### src/sfr_pkg.sv
`default_nettype none
package sfr_pkg;

	// ***************************************************************
	// opcodes
	// ***************************************************************
	localparam logic [7:0] OP_FAST_READ = 8'h0b;
	localparam logic [7:0] OP_FAST_READ_WIDE = 8'h0c;
	localparam logic [7:0] OP_DUAL_IO = 8'hbb;
	localparam logic [7:0] OP_DUAL_IO_WIDE = 8'hbc;
	localparam logic [7:0] OP_QUAD_IO = 8'heb;
	localparam logic [7:0] OP_UNIQUE_ID = 8'h4b;
	localparam logic [7:0] OP_INFO_ROW = 8'h68;

	// ***************************************************************
	// frame timing in link clocks, address lengths in bits
	// ***************************************************************
	localparam logic [5:0] CMD_CYCLES_SINGLE = 6'h08;
	localparam logic [5:0] CMD_CYCLES_QUAD = 6'h02;
	localparam logic [5:0] ADDR_BITS_NARROW = 6'h18;
	localparam logic [5:0] ADDR_BITS_WIDE = 6'h20;
	localparam logic [5:0] MODE_CYCLES = 6'h04;
	localparam logic [4:0] DUMMY_SINGLE_DEFAULT = 5'h08;
	localparam logic [4:0] DUMMY_DUAL_DEFAULT = 5'h04;
	localparam logic [4:0] DUMMY_QUAD_DEFAULT = 5'h06;
	localparam logic [3:0] MODE_CONT_NIBBLE = 4'ha;
	localparam int ADDR_BITS_DEFAULT = 25;

	// ***************************************************************
	// synchroniser bit positions and reset image
	// ***************************************************************
	localparam int SYNC_SCLK = 0;
	localparam int SYNC_CS = 1;
	localparam int SYNC_HOLD = 2;
	localparam int SYNC_IO = 3;
	localparam logic [6:0] SYNC_INIT = 7'h7e;

	// ***************************************************************
	// types
	// ***************************************************************
	typedef enum logic [2:0] {
		S_IDLE = 3'b000,
		S_CMD = 3'b001,
		S_ADDR = 3'b010,
		S_DUMMY = 3'b011,
		S_DATA = 3'b100,
		S_IGNORE = 3'b101
	} sfr_state_e;

	typedef enum logic [1:0] {
		W_SINGLE = 2'b00,
		W_DUAL = 2'b01,
		W_QUAD = 2'b10
	} sfr_width_e;

endpackage
`default_nettype wire

### src/sfr_sync.sv
`default_nettype none
module sfr_sync #(
	parameter int WIDTH = 7,
	parameter logic [WIDTH-1:0] INIT = '0
) (
	input wire logic mclk,
	input wire logic reset,
	input wire logic [WIDTH-1:0] d,
	output logic [WIDTH-1:0] q
);

	logic [WIDTH-1:0] meta_q;

	// two-stage synchroniser; first stage feeds only the second
	always_ff @(posedge mclk) begin
		if (reset) begin
			meta_q <= INIT;
			q <= INIT;
		end else begin
			meta_q <= d;
			q <= meta_q;
		end
	end

endmodule
`default_nettype wire

### src/sfr_front_end.sv
`default_nettype none
module sfr_front_end
	import sfr_pkg::*;
#(
	parameter int ADDR_BITS = ADDR_BITS_DEFAULT
) (
	input wire logic mclk,
	input wire logic reset,
	input wire logic sclk,
	input wire logic csN,
	input wire logic holdN,
	input wire logic [3:0] ioIn,
	output logic [3:0] ioOut,
	output logic [3:0] ioOe,
	input wire logic extendedAddressEnable,
	input wire logic quadCommandMode,
	input wire logic quadEnable,
	input wire logic dtrMode,
	input wire logic resetPinSelect,
	input wire logic writeInProgress,
	input wire logic [4:0] dummySingle,
	input wire logic [4:0] dummyDual,
	input wire logic [4:0] dummyQuad,
	output logic [ADDR_BITS-1:0] memAddr,
	input wire logic [7:0] memData,
	output logic frameActive,
	output logic paused,
	output logic continuousReadMode
);

	// ***************************************************************
	// parameter checks and constants
	// ***************************************************************
	if (ADDR_BITS < 1 || ADDR_BITS > 32) begin : g_bad_addr_bits
		$error("ADDR_BITS must lie between 1 and 32");
	end

	localparam logic [31:0] ADDR_MASK = 32'((64'h1 << ADDR_BITS) - 64'h1);

	typedef struct packed {
		sfr_state_e state;
		sfr_width_e width;
		logic [5:0] bitCnt;
		logic [7:0] opcode;
		logic [31:0] addr;
		logic wide;
		logic cont;
		logic [7:0] modeByte;
		logic [7:0] dout;
		logic [2:0] chunk;
		logic [3:0] ioOut;
		logic [3:0] ioOe;
		logic sclkPrev;
		logic paused;
	} sfr_front_s;

	sfr_front_s st_q;
	sfr_front_s st_d;
	logic [6:0] syncQ;
	logic sclkS;
	logic csHighS;
	logic holdS;
	logic [3:0] ioS;
	logic rise;
	logic fall;
	logic holdAllowed;
	logic [31:0] shifted;
	logic [7:0] byteNow;

	// ***************************************************************
	// helpers
	// ***************************************************************
	// shift lanes into a word, msb arriving first
	function automatic logic [31:0] shiftIn(input logic [31:0] v, input sfr_width_e w,
		input logic [3:0] io);
		case (w)
			W_DUAL: shiftIn = {v[29:0], io[1], io[0]};
			W_QUAD: shiftIn = {v[27:0], io};
			default: shiftIn = {v[30:0], io[0]};
		endcase
	endfunction

	// output enables used by a data phase
	function automatic logic [3:0] laneMask(input sfr_width_e w);
		case (w)
			W_DUAL: laneMask = 4'h3;
			W_QUAD: laneMask = 4'hf;
			default: laneMask = 4'h2;
		endcase
	endfunction

	// link clocks needed to carry the address
	function automatic logic [5:0] addrCycles(input logic wide, input sfr_width_e w);
		logic [5:0] bits;
		bits = wide ? ADDR_BITS_WIDE : ADDR_BITS_NARROW;
		case (w)
			W_DUAL: addrCycles = bits >> 1;
			W_QUAD: addrCycles = bits >> 2;
			default: addrCycles = bits;
		endcase
	endfunction

	// last chunk index of a byte
	function automatic logic [2:0] lastChunk(input sfr_width_e w);
		case (w)
			W_DUAL: lastChunk = 3'h3;
			W_QUAD: lastChunk = 3'h1;
			default: lastChunk = 3'h7;
		endcase
	endfunction

	// ***************************************************************
	// input synchronisation and edge finding
	// ***************************************************************
	sfr_sync #(
		.WIDTH(7),
		.INIT(SYNC_INIT)
	) u_sync (
		.mclk(mclk),
		.reset(reset),
		.d({ioIn, holdN, csN, sclk}),
		.q(syncQ)
	);

	assign sclkS = syncQ[SYNC_SCLK];
	assign csHighS = syncQ[SYNC_CS];
	assign holdS = syncQ[SYNC_HOLD];
	assign ioS = syncQ[SYNC_IO +: 4];
	assign rise = sclkS && !st_q.sclkPrev;
	assign fall = !sclkS && st_q.sclkPrev;
	assign holdAllowed = !dtrMode && !quadEnable && !resetPinSelect && !quadCommandMode;

	// ***************************************************************
	// frame sequencer
	// ***************************************************************
	always_comb begin
		st_d = st_q;
		shifted = '0;
		byteNow = '0;
		st_d.sclkPrev = sclkS;
		if (csHighS) begin
			// select high closes any frame
			st_d.state = S_IDLE;
			st_d.paused = 1'b0;
			st_d.bitCnt = '0;
			st_d.chunk = '0;
		end else begin
			// pause entry and exit on the hold input only while the clock sits low
			if (!holdAllowed) begin
				st_d.paused = 1'b0;
			end else if (!st_q.paused && !holdS && !sclkS && st_q.state != S_IDLE) begin
				st_d.paused = 1'b1;
			end else if (st_q.paused && holdS && !sclkS) begin
				st_d.paused = 1'b0;
			end
			if (st_q.state == S_IDLE) begin
				st_d.bitCnt = '0;
				st_d.chunk = '0;
				if (writeInProgress) begin
					st_d.state = S_IGNORE;
				end else if (st_q.cont) begin
					// continuous read skips the opcode
					st_d.state = S_ADDR;
					st_d.width = W_DUAL;
					st_d.addr = '0; // no stale high bits under a 3-byte address
					st_d.wide = (st_q.opcode == OP_DUAL_IO_WIDE) || extendedAddressEnable;
				end else begin
					st_d.state = S_CMD;
					st_d.width = quadCommandMode ? W_QUAD : W_SINGLE;
				end
			end else if (rise && !st_q.paused) begin
				case (st_q.state)
					S_CMD: begin
						shifted = shiftIn({24'h0, st_q.opcode}, st_q.width, ioS);
						st_d.opcode = shifted[7:0];
						st_d.bitCnt = st_q.bitCnt + 6'h1;
						if (st_q.bitCnt == (st_q.width == W_QUAD ? CMD_CYCLES_QUAD - 6'h1
							: CMD_CYCLES_SINGLE - 6'h1)) begin
							st_d.bitCnt = '0;
							st_d.state = S_ADDR;
							st_d.addr = '0;
							if (st_q.width == W_QUAD) begin
								// four-line command set
								case (shifted[7:0])
									OP_FAST_READ, OP_QUAD_IO: st_d.wide = extendedAddressEnable;
									OP_FAST_READ_WIDE: st_d.wide = 1'b1;
									OP_UNIQUE_ID, OP_INFO_ROW: st_d.wide = 1'b0;
									default: st_d.state = S_IGNORE;
								endcase
							end else begin
								// single-line command set
								case (shifted[7:0])
									OP_FAST_READ: st_d.wide = extendedAddressEnable;
									OP_FAST_READ_WIDE: st_d.wide = 1'b1;
									OP_DUAL_IO: begin
										st_d.wide = extendedAddressEnable;
										st_d.width = W_DUAL;
									end
									OP_DUAL_IO_WIDE: begin
										st_d.wide = 1'b1;
										st_d.width = W_DUAL;
									end
									default: st_d.state = S_IGNORE;
								endcase
							end
						end
					end
					S_ADDR: begin
						shifted = shiftIn(st_q.addr, st_q.width, ioS);
						st_d.addr = shifted;
						st_d.bitCnt = st_q.bitCnt + 6'h1;
						if (st_q.bitCnt == addrCycles(st_q.wide, st_q.width) - 6'h1) begin
							st_d.addr = shifted & ADDR_MASK;
							st_d.bitCnt = '0;
							st_d.modeByte = '0;
							st_d.state = S_DUMMY;
						end
					end
					S_DUMMY: begin
						st_d.bitCnt = st_q.bitCnt + 6'h1;
						if (st_q.width == W_DUAL && st_q.bitCnt < MODE_CYCLES) begin
							// mode byte in the first dummy cycles
							shifted = shiftIn({24'h0, st_q.modeByte}, W_DUAL, ioS);
							st_d.modeByte = shifted[7:0];
							if (st_q.bitCnt == MODE_CYCLES - 6'h1) begin
								st_d.cont = (shifted[7:4] == MODE_CONT_NIBBLE);
							end
						end
						if ({1'b0, st_q.bitCnt} == {2'b00, (st_q.width == W_DUAL ? dummyDual
							: st_q.width == W_QUAD ? dummyQuad : dummySingle)} - 7'h01) begin
							st_d.bitCnt = '0;
							st_d.chunk = '0;
							st_d.state = S_DATA;
						end
					end
					default: begin
					end
				endcase
			end else if (fall && !st_q.paused && st_q.state == S_DATA) begin
				// drive the next chunk of the current byte
				byteNow = (st_q.chunk == 3'h0) ? memData : st_q.dout;
				case (st_q.width)
					W_DUAL: begin
						st_d.ioOut = {2'b00, byteNow[7:6]};
						st_d.dout = {byteNow[5:0], 2'b00};
					end
					W_QUAD: begin
						st_d.ioOut = byteNow[7:4];
						st_d.dout = {byteNow[3:0], 4'h0};
					end
					default: begin
						st_d.ioOut = {2'b00, byteNow[7], 1'b0};
						st_d.dout = {byteNow[6:0], 1'b0};
					end
				endcase
				st_d.chunk = st_q.chunk + 3'h1;
				if (st_q.chunk == lastChunk(st_q.width)) begin
					st_d.chunk = '0;
					st_d.addr = (st_q.addr + 32'h1) & ADDR_MASK;
				end
			end
		end
		// lanes float outside a running, unpaused data phase
		st_d.ioOe = (st_d.state == S_DATA && !st_d.paused) ? laneMask(st_d.width) : 4'h0;
	end

	// state register
	always_ff @(posedge mclk) begin
		if (reset) begin
			st_q <= '0;
		end else begin
			st_q <= st_d;
		end
	end

	// ***************************************************************
	// outputs
	// ***************************************************************
	assign ioOut = st_q.ioOut;
	assign ioOe = st_q.ioOe;
	assign memAddr = st_q.addr[ADDR_BITS-1:0];
	assign frameActive = (st_q.state != S_IDLE);
	assign paused = st_q.paused;
	assign continuousReadMode = st_q.cont;
endmodule
`default_nettype wire

### config.mk
export PLATFORM = sky130hd
export DESIGN_NAME = sfr_front_end
export DESIGN_NICKNAME = d
export VERILOG_FILES = /design/src/sfr_pkg.sv /design/src/sfr_sync.sv /design/src/sfr_front_end.sv
export SDC_FILE = /design/constraint.sdc
export NUM_CORES = 1
export LEC_CHECK = 0
export BUFFER_PORTS_ARGS = -buffer_cell sky130_fd_sc_hd__buf_2
export CORE_MARGIN = 3
export CORE_UTILIZATION = 43
export CTS_CLUSTER_SIZE = 16
export DETAILED_ROUTE_END_ITERATION = 8
export PLACE_DENSITY = 0.75
export SYNTH_ARGS = -nofsm -noshare
export SYNTH_HDL_FRONTEND = slang
export SYNTH_HIERARCHICAL = 1
export SYNTH_SLANG_ARGS = --single-unit
### constraint.sdc
create_clock -name mclk -period 3.56 [get_ports mclk]
set_clock_uncertainty 0.15 [all_clocks]
set_input_delay 0.356 -clock mclk [delete_from_list [all_inputs] [get_ports mclk]]
set_output_delay 0.356 -clock mclk [all_outputs]
set_load 0.005 [all_outputs]
==> key figures, run 1 <==
Status
  • Status: finished, final reports clean

Route
  • DRC Markers: 0
  • DRT iter0 DRCs: 620
  • Routed WL: ~16000 µm
  • Post-route ant nets: 0
  • Drt wl/cell: approximately 16 µm
  • Vias post-DR: between 5000 and 6000
  • Drt pass-1 iters: 5
  • Vias/cell: between 6 and 7

Clock network
  • Clock Latency Late Sink: 0.35 ns
  • Hold_buf cts: 0
  • Total clock sinks: 85
  • CTS max path bufs: 2
  • CTS buffer count: 9
  • TritonCTS clock tree: built
  • H-tree depth: 3
  • Clock transition at path regs: 0.06 ns
  • Clk root buf: clkbuf_16

Synth
  • Synth top area cells: dfxtp_1 (29%), nor2_1 (5.8%), a21oi_1 (5.2%), o21ai_0 (4.7%), buf_4 (4.6%)
  • Syn nets: 835
  • Netlist cell types: 76
  • Warnings from Yosys: 6
  • Yosys top cell area share: 28.7%
  • Ys async rst share: 0%
  • Count leader, synth: nor2_1
  • Synth Register Bits: between 80 and 90
  • Synth area leader: dfxtp_1
  • EDFF count, synth: 0
  • Most used DFF post-synth: dfxtp_1
  • Top cells by count, synth: nor2_1 (92), dfxtp_1 (85), a21oi_1 (62), nand2_1 (60), o21ai_0 (56)
  • Cell Area, Synth: just under 6000 µm²
  • Synthesized instance count: about 790
  • Syn Area/Cell: between 7 and 8 µm²
  • Sequential area share after synthesis: around 29%

Hold path
  • Hold/Removal Path Class: in -> reg
  • Hold Crit Start: csN

GRT
  • GRT overflow: 0
  • Pin count of the biggest net entering global routing: 73
  • Most Crowded Layer GR: met2
  • Initial antenna violation count: 0
  • Vias in the first global route: between 5000 and 6000
  • Global-route track usage on met1: a little under 30%
  • First-pass GRT wire length: between 20000 and 30000 µm
  • Global Route met2 Usage: around a third
  • Global Route Usage Sum: between 20% and 30%
  • Grt met3 use: ~4.8%

Timing
  • Slew margin rel.: 50.7%
  • Fin crit share: between 90% and 100%
  • Unrepaired setup endpoints after global routing: false
  • Fmax: between 200 and 300 MHz
  • Minimum clock period: between 3 and 4 ns
  • Final WS setup: around 0.17 ns
  • Final hold vios: 0
  • Setup-failing EPs final: 0
  • Worst slew pin tran: roughly 0.74 ns
  • Setup TNS Final: 0 ns
  • Max Slew Vio Count: 0

Layout
  • Layout Cells excl Fill: around 1000
  • Nets@finish: between 800 and 900
  • Area grow syn2layout: 11.0%
  • Layout cells sized above 1: around a fifth
  • Layout fillers: 1359
  • Final core occ: between 40% and 50%
  • Final Cell Area: between 6000 and 7000 µm²
  • Ant. Diodes: 0

Critical path
  • Cell Chain, Critical Path: inv_1 > ha_2 > mux2_2 > mux2_4 > inv_4 > ha_4 > o211a_4 > o221ai_2 > or4b_4 > a31o_1 > a221oi_2 > o32ai_2 > nor2_1
  • Critical Path Start: st_q[77]
  • Critical path class: reg -> reg
  • Largest stage delay, worst path: ~0.58 ns
  • Crit end category: flop
  • Beginning of the worst register-to-register path: st_q[77]
  • Worst-path fanout max: 4
  • Worst path slowest cell: or4b_4
  • Worst Path Arrival: approximately 3.5 ns
  • CP startpoint kind: flop
  • Worst EP required: about 3.7 ns

Place
  • Worst slack, placed: 0.0543 ns
  • DP Area: a little over 6000 µm²
  • Placer's final routability congestion estimate: about 0.9
  • Cells after DPL: about 970
  • I/O Buffers: 73
  • Detailed placer's ending HPWL: ~11000 µm

Power and ir drop
  • Sw frac: around 26%
  • P_sw: between 0.0005 and 0.0006 W
  • Sequential share of power: between 40% and 50%
  • Comb power frac: a little under an eighth
  • Internal: 0.00164 W
  • Clock power share: 44.3%
  • Pwr dens: about 340 nW/µm²
  • Max IR drop VDD: between 0.0004 and 0.0005 V
  • LEAKAGE: between 2 and 2.5 nW

Floorplan
  • Num rows: 42
  • I/O pin total: 74
  • Die Y: between 100 and 150 µm
  • Die width: between 100 and 150 µm
  • Die footprint: around 15000 µm²
  • Initial Utilization: around 44%
  • Core area: about 13000 µm²

Run
  • Max Cap Viol: 0
-- final timing paths --
kind | endpoint | slack (ns) | depth (start not counted)
worst max-delay path | ioOe[2] | 0.17 | 13
worst min-delay path | u_sync/meta_q[1] | 0.02 | 2
worst max register to register | ioOe[2] | 0.17 | 13
worst min register to register | u_sync/q[6] | 0.26 | 1
-- critical path, delay by kind of cell, from the launching register on --
family                     cells  cell delay (ns)
AOI/OAI and AO/OA              5             1.02
adders and majority gates      2             0.33
buffers and inverters          2             0.16
DFF                            1             0.31
muxes                          2             0.64
and+or+nand+nor                2             0.71
-- kinds of logic (layout without fill, tap and decap cells) --
family	after synthesis	after routing	share of synthesized area (%)
AND/OR/NAND/NOR	302	302	25.5
XOR/XNOR	19	19	2.80
adder cells (fa/ha/maj)	11	11	2.32
AO/OA/AOI/OAI	238	238	27.7
buffers and inverters	114	136	9.99
multiplexers	17	17	3.01
flip-flops	85	85	28.7
-- power by group through the flow --
stage	clock network, W	registers, W	logic (W)
floorplan	0	0.000985	0.000177
global placement	0	0.000990	0.000247
detailed placement	0	0.000990	0.000248
CTS	0.000997	0.000969	0.000249
global route	0.00103	0.000970	0.000289
finish	0.000979	0.000969	0.000263
-- through the flow --
| step | hold WS (ns) | total power [W] |
|---|---|---|
| floorplan | 0.233 | 0.00116 |
| global placement | 0.235 | 0.00124 |
| detailed placement | 0.239 | 0.00124 |
| CTS | 0.0131 | 0.00221 |
| global route | 0.0204 | 0.00229 |
| finish | 0.0238 | 0.00221 |
-- registers in the layout (all words and copies together) (netlist names) --
signal,count
continuousReadMode,1
ioOe,3
ioOut,4
memAddr,25
paused,1
st_q,37
u_sync/meta_q,7
u_sync/q,7
-- what timing repair did --
action / 4_1_cts / 5_1_grt
gates resized for setup: 0 / 17
setup endpoints to repair: 0 / 33
buffers inserted: 0 / 1
-- cell usage in the layout (no fill, tap or decap), types with 7 or more instances in the layout --
cell type and count:
nor2_1 92, dfxtp_1 84, buf_2 73, a21oi_1 62, nand2_1 60, o21ai_0 55, nor3_1 30, buf_4 29
nand3_1 25, a221o_1 21, inv_1 17, nor2b_1 12, or2_1 12, a221oi_1 11, xnor2_1 11, nand4_1 11
and3_1 10, mux2i_1 10, a22oi_1 10, a211oi_1 9, a31oi_1 9, clkbuf_16 9, nor4_1 8, xor2_1 8
o22ai_1 8, nand2b_1 7, o211ai_1 7, ha_1 7
-- layout make-up --
| type | instances | area (µm²) | share of cell area, % |
|---|---|---|---|
| multi-input combinational | 587 | 3700 | 56.2 |
| clock inverter | 6 | 68.8 | 1.04 |
| tap | 176 | 220 | 3.34 |
| sequential | 85 | 1700 | 25.8 |
| clock buffer | 10 | 239 | 3.63 |
| inverter | 18 | 70.1 | 1.06 |
| timing repair buffer | 102 | 583 | 8.85 |
-- per-layer routing --
metal,share of wire (%),vias to the layer above
li1,-,2879
met1,45,2761
met2,45,258
met3,8.6,16
met4,1.4,0
met5,0,-
(Power assumes the default switching activity.)
==> run 2, diff against run 1 <==
CELL_PAD_IN_SITES_DETAIL_PLACEMENT = 0   (was unset)
CELL_PAD_IN_SITES_GLOBAL_PLACEMENT = 1   (was unset)
CORE_UTILIZATION = 39   (was 43)
PLACE_DENSITY = 0.88   (was 0.75)
==> run 2 against run 1 <==
  * Design area rose by 1.2%
  * Wire length rose by 1.2%
  * Via count fell by 2.0%
  * Utilization fell by 4.0 points
  * Largest power group unchanged
  * Highest routed layer unchanged
==> key figures, run 2 (synthesis results as in run 1) <==
Route
  • Post-route ant nets: 0 (unchanged)
  • Drt wl/cell: 16.3 µm (was 16.4 µm)
  • Vias/cell: 5.79 (was 6.01)
  • Routed WL: 16300 µm (was 16100 µm)
  • Drt pass-1 iters: 5 (unchanged)
  • DRC Markers: 0 (unchanged)
  • Vias post-DR: 5796 (was 5914)
  • DRT iter0 DRCs: 575 (was 620)

Critical path
  • Worst-path fanout max: 4 (unchanged)
  • Worst reg-to-reg setup slack: 0.11 ns (was 0.17 ns)
  • Worst Path Arrival: 3.58 ns (was 3.53 ns)
  • Critical path class: reg -> reg (unchanged)
  • Crit end category: flop (unchanged)
  • CP startpoint kind: flop (unchanged)
  • Worst EP required: 3.69 ns (about the same)

Clock network
  • Clock transition at path regs: 0.07 ns (was 0.06 ns)
  • Clk root buf: clkbuf_16 (unchanged)
  • Total clock sinks: 85 (unchanged)
  • CTS max path bufs: 2 (unchanged)
  • Hold_buf cts: 0 (unchanged)
  • Clock Latency Late Sink: 0.36 ns (was 0.35 ns)
  • CTS buffer count: 9 (unchanged)
  • TritonCTS clock tree: built (unchanged)
  • H-tree depth: 3 (unchanged)

Floorplan
  • Die footprint: 16700 µm² (was 15200 µm²)
  • Die Y: 129 µm (was 123 µm)
  • Num rows: 44 (was 42)
  • I/O pin total: 74 (unchanged)
  • Initial Utilization: 40.4% (was 44.5%)
  • Die width: 129 µm (was 123 µm)
  • Core area: 14700 µm² (was 13300 µm²)

Power and ir drop
  • Sw frac: 26.0% (was 25.9%)
  • Sequential share of power: 43.8% (about the same)
  • Max IR drop VDD: 0.000287 V (was 0.000408 V)
  • Clock power share: 44.4% (was 44.3%)
  • P_sw: 0.000576 W (was 0.000573 W)
  • LEAKAGE: 2.54 nW (was 2.49 nW)
  • Internal: 0.00164 W (about the same)
  • Pwr dens: 332 nW/µm² (was 336 nW/µm²)
  • Comb power frac: 11.8% (was 11.9%)
  • Total power: 0.00221 W (about the same)

Layout
  • Top reg by flops: st_q (unchanged)
  • Nets@finish: 861 (was 852)
  • Area grow syn2layout: 12.3% (was 11.0%)
  • Ant. Diodes: 0 (unchanged)
  • Final Cell Area: 6670 µm² (was 6590 µm²)
  • Most frequent cells in the layout: nor2_1 (92), dfxtp_1 (83), buf_2 (73) (was nor2_1 (92), dfxtp_1 (84), buf_2 (73))
  • Max reg flops: 37 (unchanged)
  • Commonest non-fill, non-tap cell in the layout: nor2_1 (unchanged)
  • Layout cells sized above 1: 20.1% (was 19.1%)

Timing
  • Final hold vios: 0 (unchanged)
  • Fmax: 289 MHz (was 295 MHz)
  • Max Slew Vio Count: 0 (unchanged)
  • Worst slew pin tran: 0.743 ns (was 0.739 ns)
  • Setup TNS Final: 0 ns (unchanged)
  • Slew margin rel.: 50.5% (was 50.7%)
  • Final WS setup: 0.105 ns (was 0.165 ns)
  • Setup-failing EPs final: 0 (unchanged)
  • Fin crit share: 97.1% (was 95.4%)
  • Minimum clock period: 3.45 ns (was 3.39 ns)

Place
  • Worst slack, placed: 0.0425 ns (was 0.0543 ns)
  • Detailed placer's ending HPWL: 11300 µm (was 11000 µm)
  • Placer's final routability congestion estimate: 0.886 (was 0.882)
  • DP Area: 6260 µm² (was 6210 µm²)
  • I/O Buffers: 73 (unchanged)

GRT
  • Initial antenna violation count: 0 (unchanged)
  • GRT overflow: 0 (unchanged)
  • First-pass GRT wire length: 26400 µm (was 26300 µm)
  • Global Route Usage Sum: 19.3% (was 21.3%)
  • Pin count of the biggest net entering global routing: 73 (unchanged)
  • Vias in the first global route: 5169 (was 5339)

Hold path
  • Hold/Removal Path Class: in -> reg (unchanged)

Status
  • Status: finished, final reports clean (unchanged)

Run
  • Max Cap Viol: 0 (unchanged)
run 2: cell types whose count changed in the layout (fill, tap and decap cells not counted), sizes merged:
cell / change
clkinv: +1
clkinvlp: +1
inv: -2
buf: +9
run 2: what timing repair did:
item | CTS | global route
hold endpoints to repair | 0 | 0
gates resized for setup | 0 | 17
setup endpoints to repair | 0 | 17
setup buffers | 0 | 5
run 2: cell type report:
type,instances,area [µm²]
Fill cell,1466,8030
Multi-Input combinational cell,587,3700
Sequential cell,85,1700
Timing Repair Buffer,111,651
Clock buffer,10,239
Tap cell,184,230
Clock inverter,6,71.3
Inverter,18,70.1
run 2: per-layer routing:
| metal | routed length [µm] | part of all wire (%) | track usage, % |
|---|---|---|---|
| met4 | 176 | 1.1 | 5.50 |
| met2 | 7410 | 45 | 30.2 |
| met3 | 1060 | 6.5 | 3.34 |
| met5 | 0 | 0 | 0 |
| met1 | 7670 | 47 | 27.3 |
run 2: path summary, 6_finish.rpt:
kind / cells after the start / endpoint / from
worst min-delay path: 2 / u_sync/meta_q[1] / csN
worst max-delay path: 13 / ioOe[0] / st_q[77]
worst min register to register: 1 / u_sync/q[4] / u_sync/meta_q[4]
worst max register to register: 13 / ioOe[0] / st_q[77]
run 2: per-stage QoR:
stage	hold slack [ns]	cells	utilization, %
6_report	0.0251	1001	45.4
5_1_grt	0.0251	1001	45.4
4_1_cts	0.0207	996	44.7
3_5_place_dp	0.241	980	42.6
3_3_place_gp	0.235	980	42.6
2_1_floorplan	0.233	786	-
run 2: worst max-delay path, stage by stage, from the launching register on:
cell	delay, ns
dfxtp_2	0.32
inv_2	0.08
ha_4	0.15
mux2_4	0.31
mux2_4	0.30
inv_4	0.07
ha_2	0.18
o211a_1	0.22
o221ai_2	0.11
or4b_4	0.56
a31o_1	0.26
a221oi_2	0.31
o32ai_2	0.16
nor3_2	0.21
run 2: power groups by stage:
| stage | logic (W) | clock network (W) | registers (W) |
|---|---|---|---|
| 6_report | 0.000261 | 0.000983 | 0.000969 |
| 4_1_cts | 0.000250 | 0.00100 | 0.000969 |
| 3_3_place_gp | 0.000249 | 0 | 0.000990 |
| 2_1_floorplan | 0.000177 | 0 | 0.000985 |
| 5_1_grt | 0.000290 | 0.00104 | 0.000970 |
| 3_5_place_dp | 0.000249 | 0 | 0.000990 |
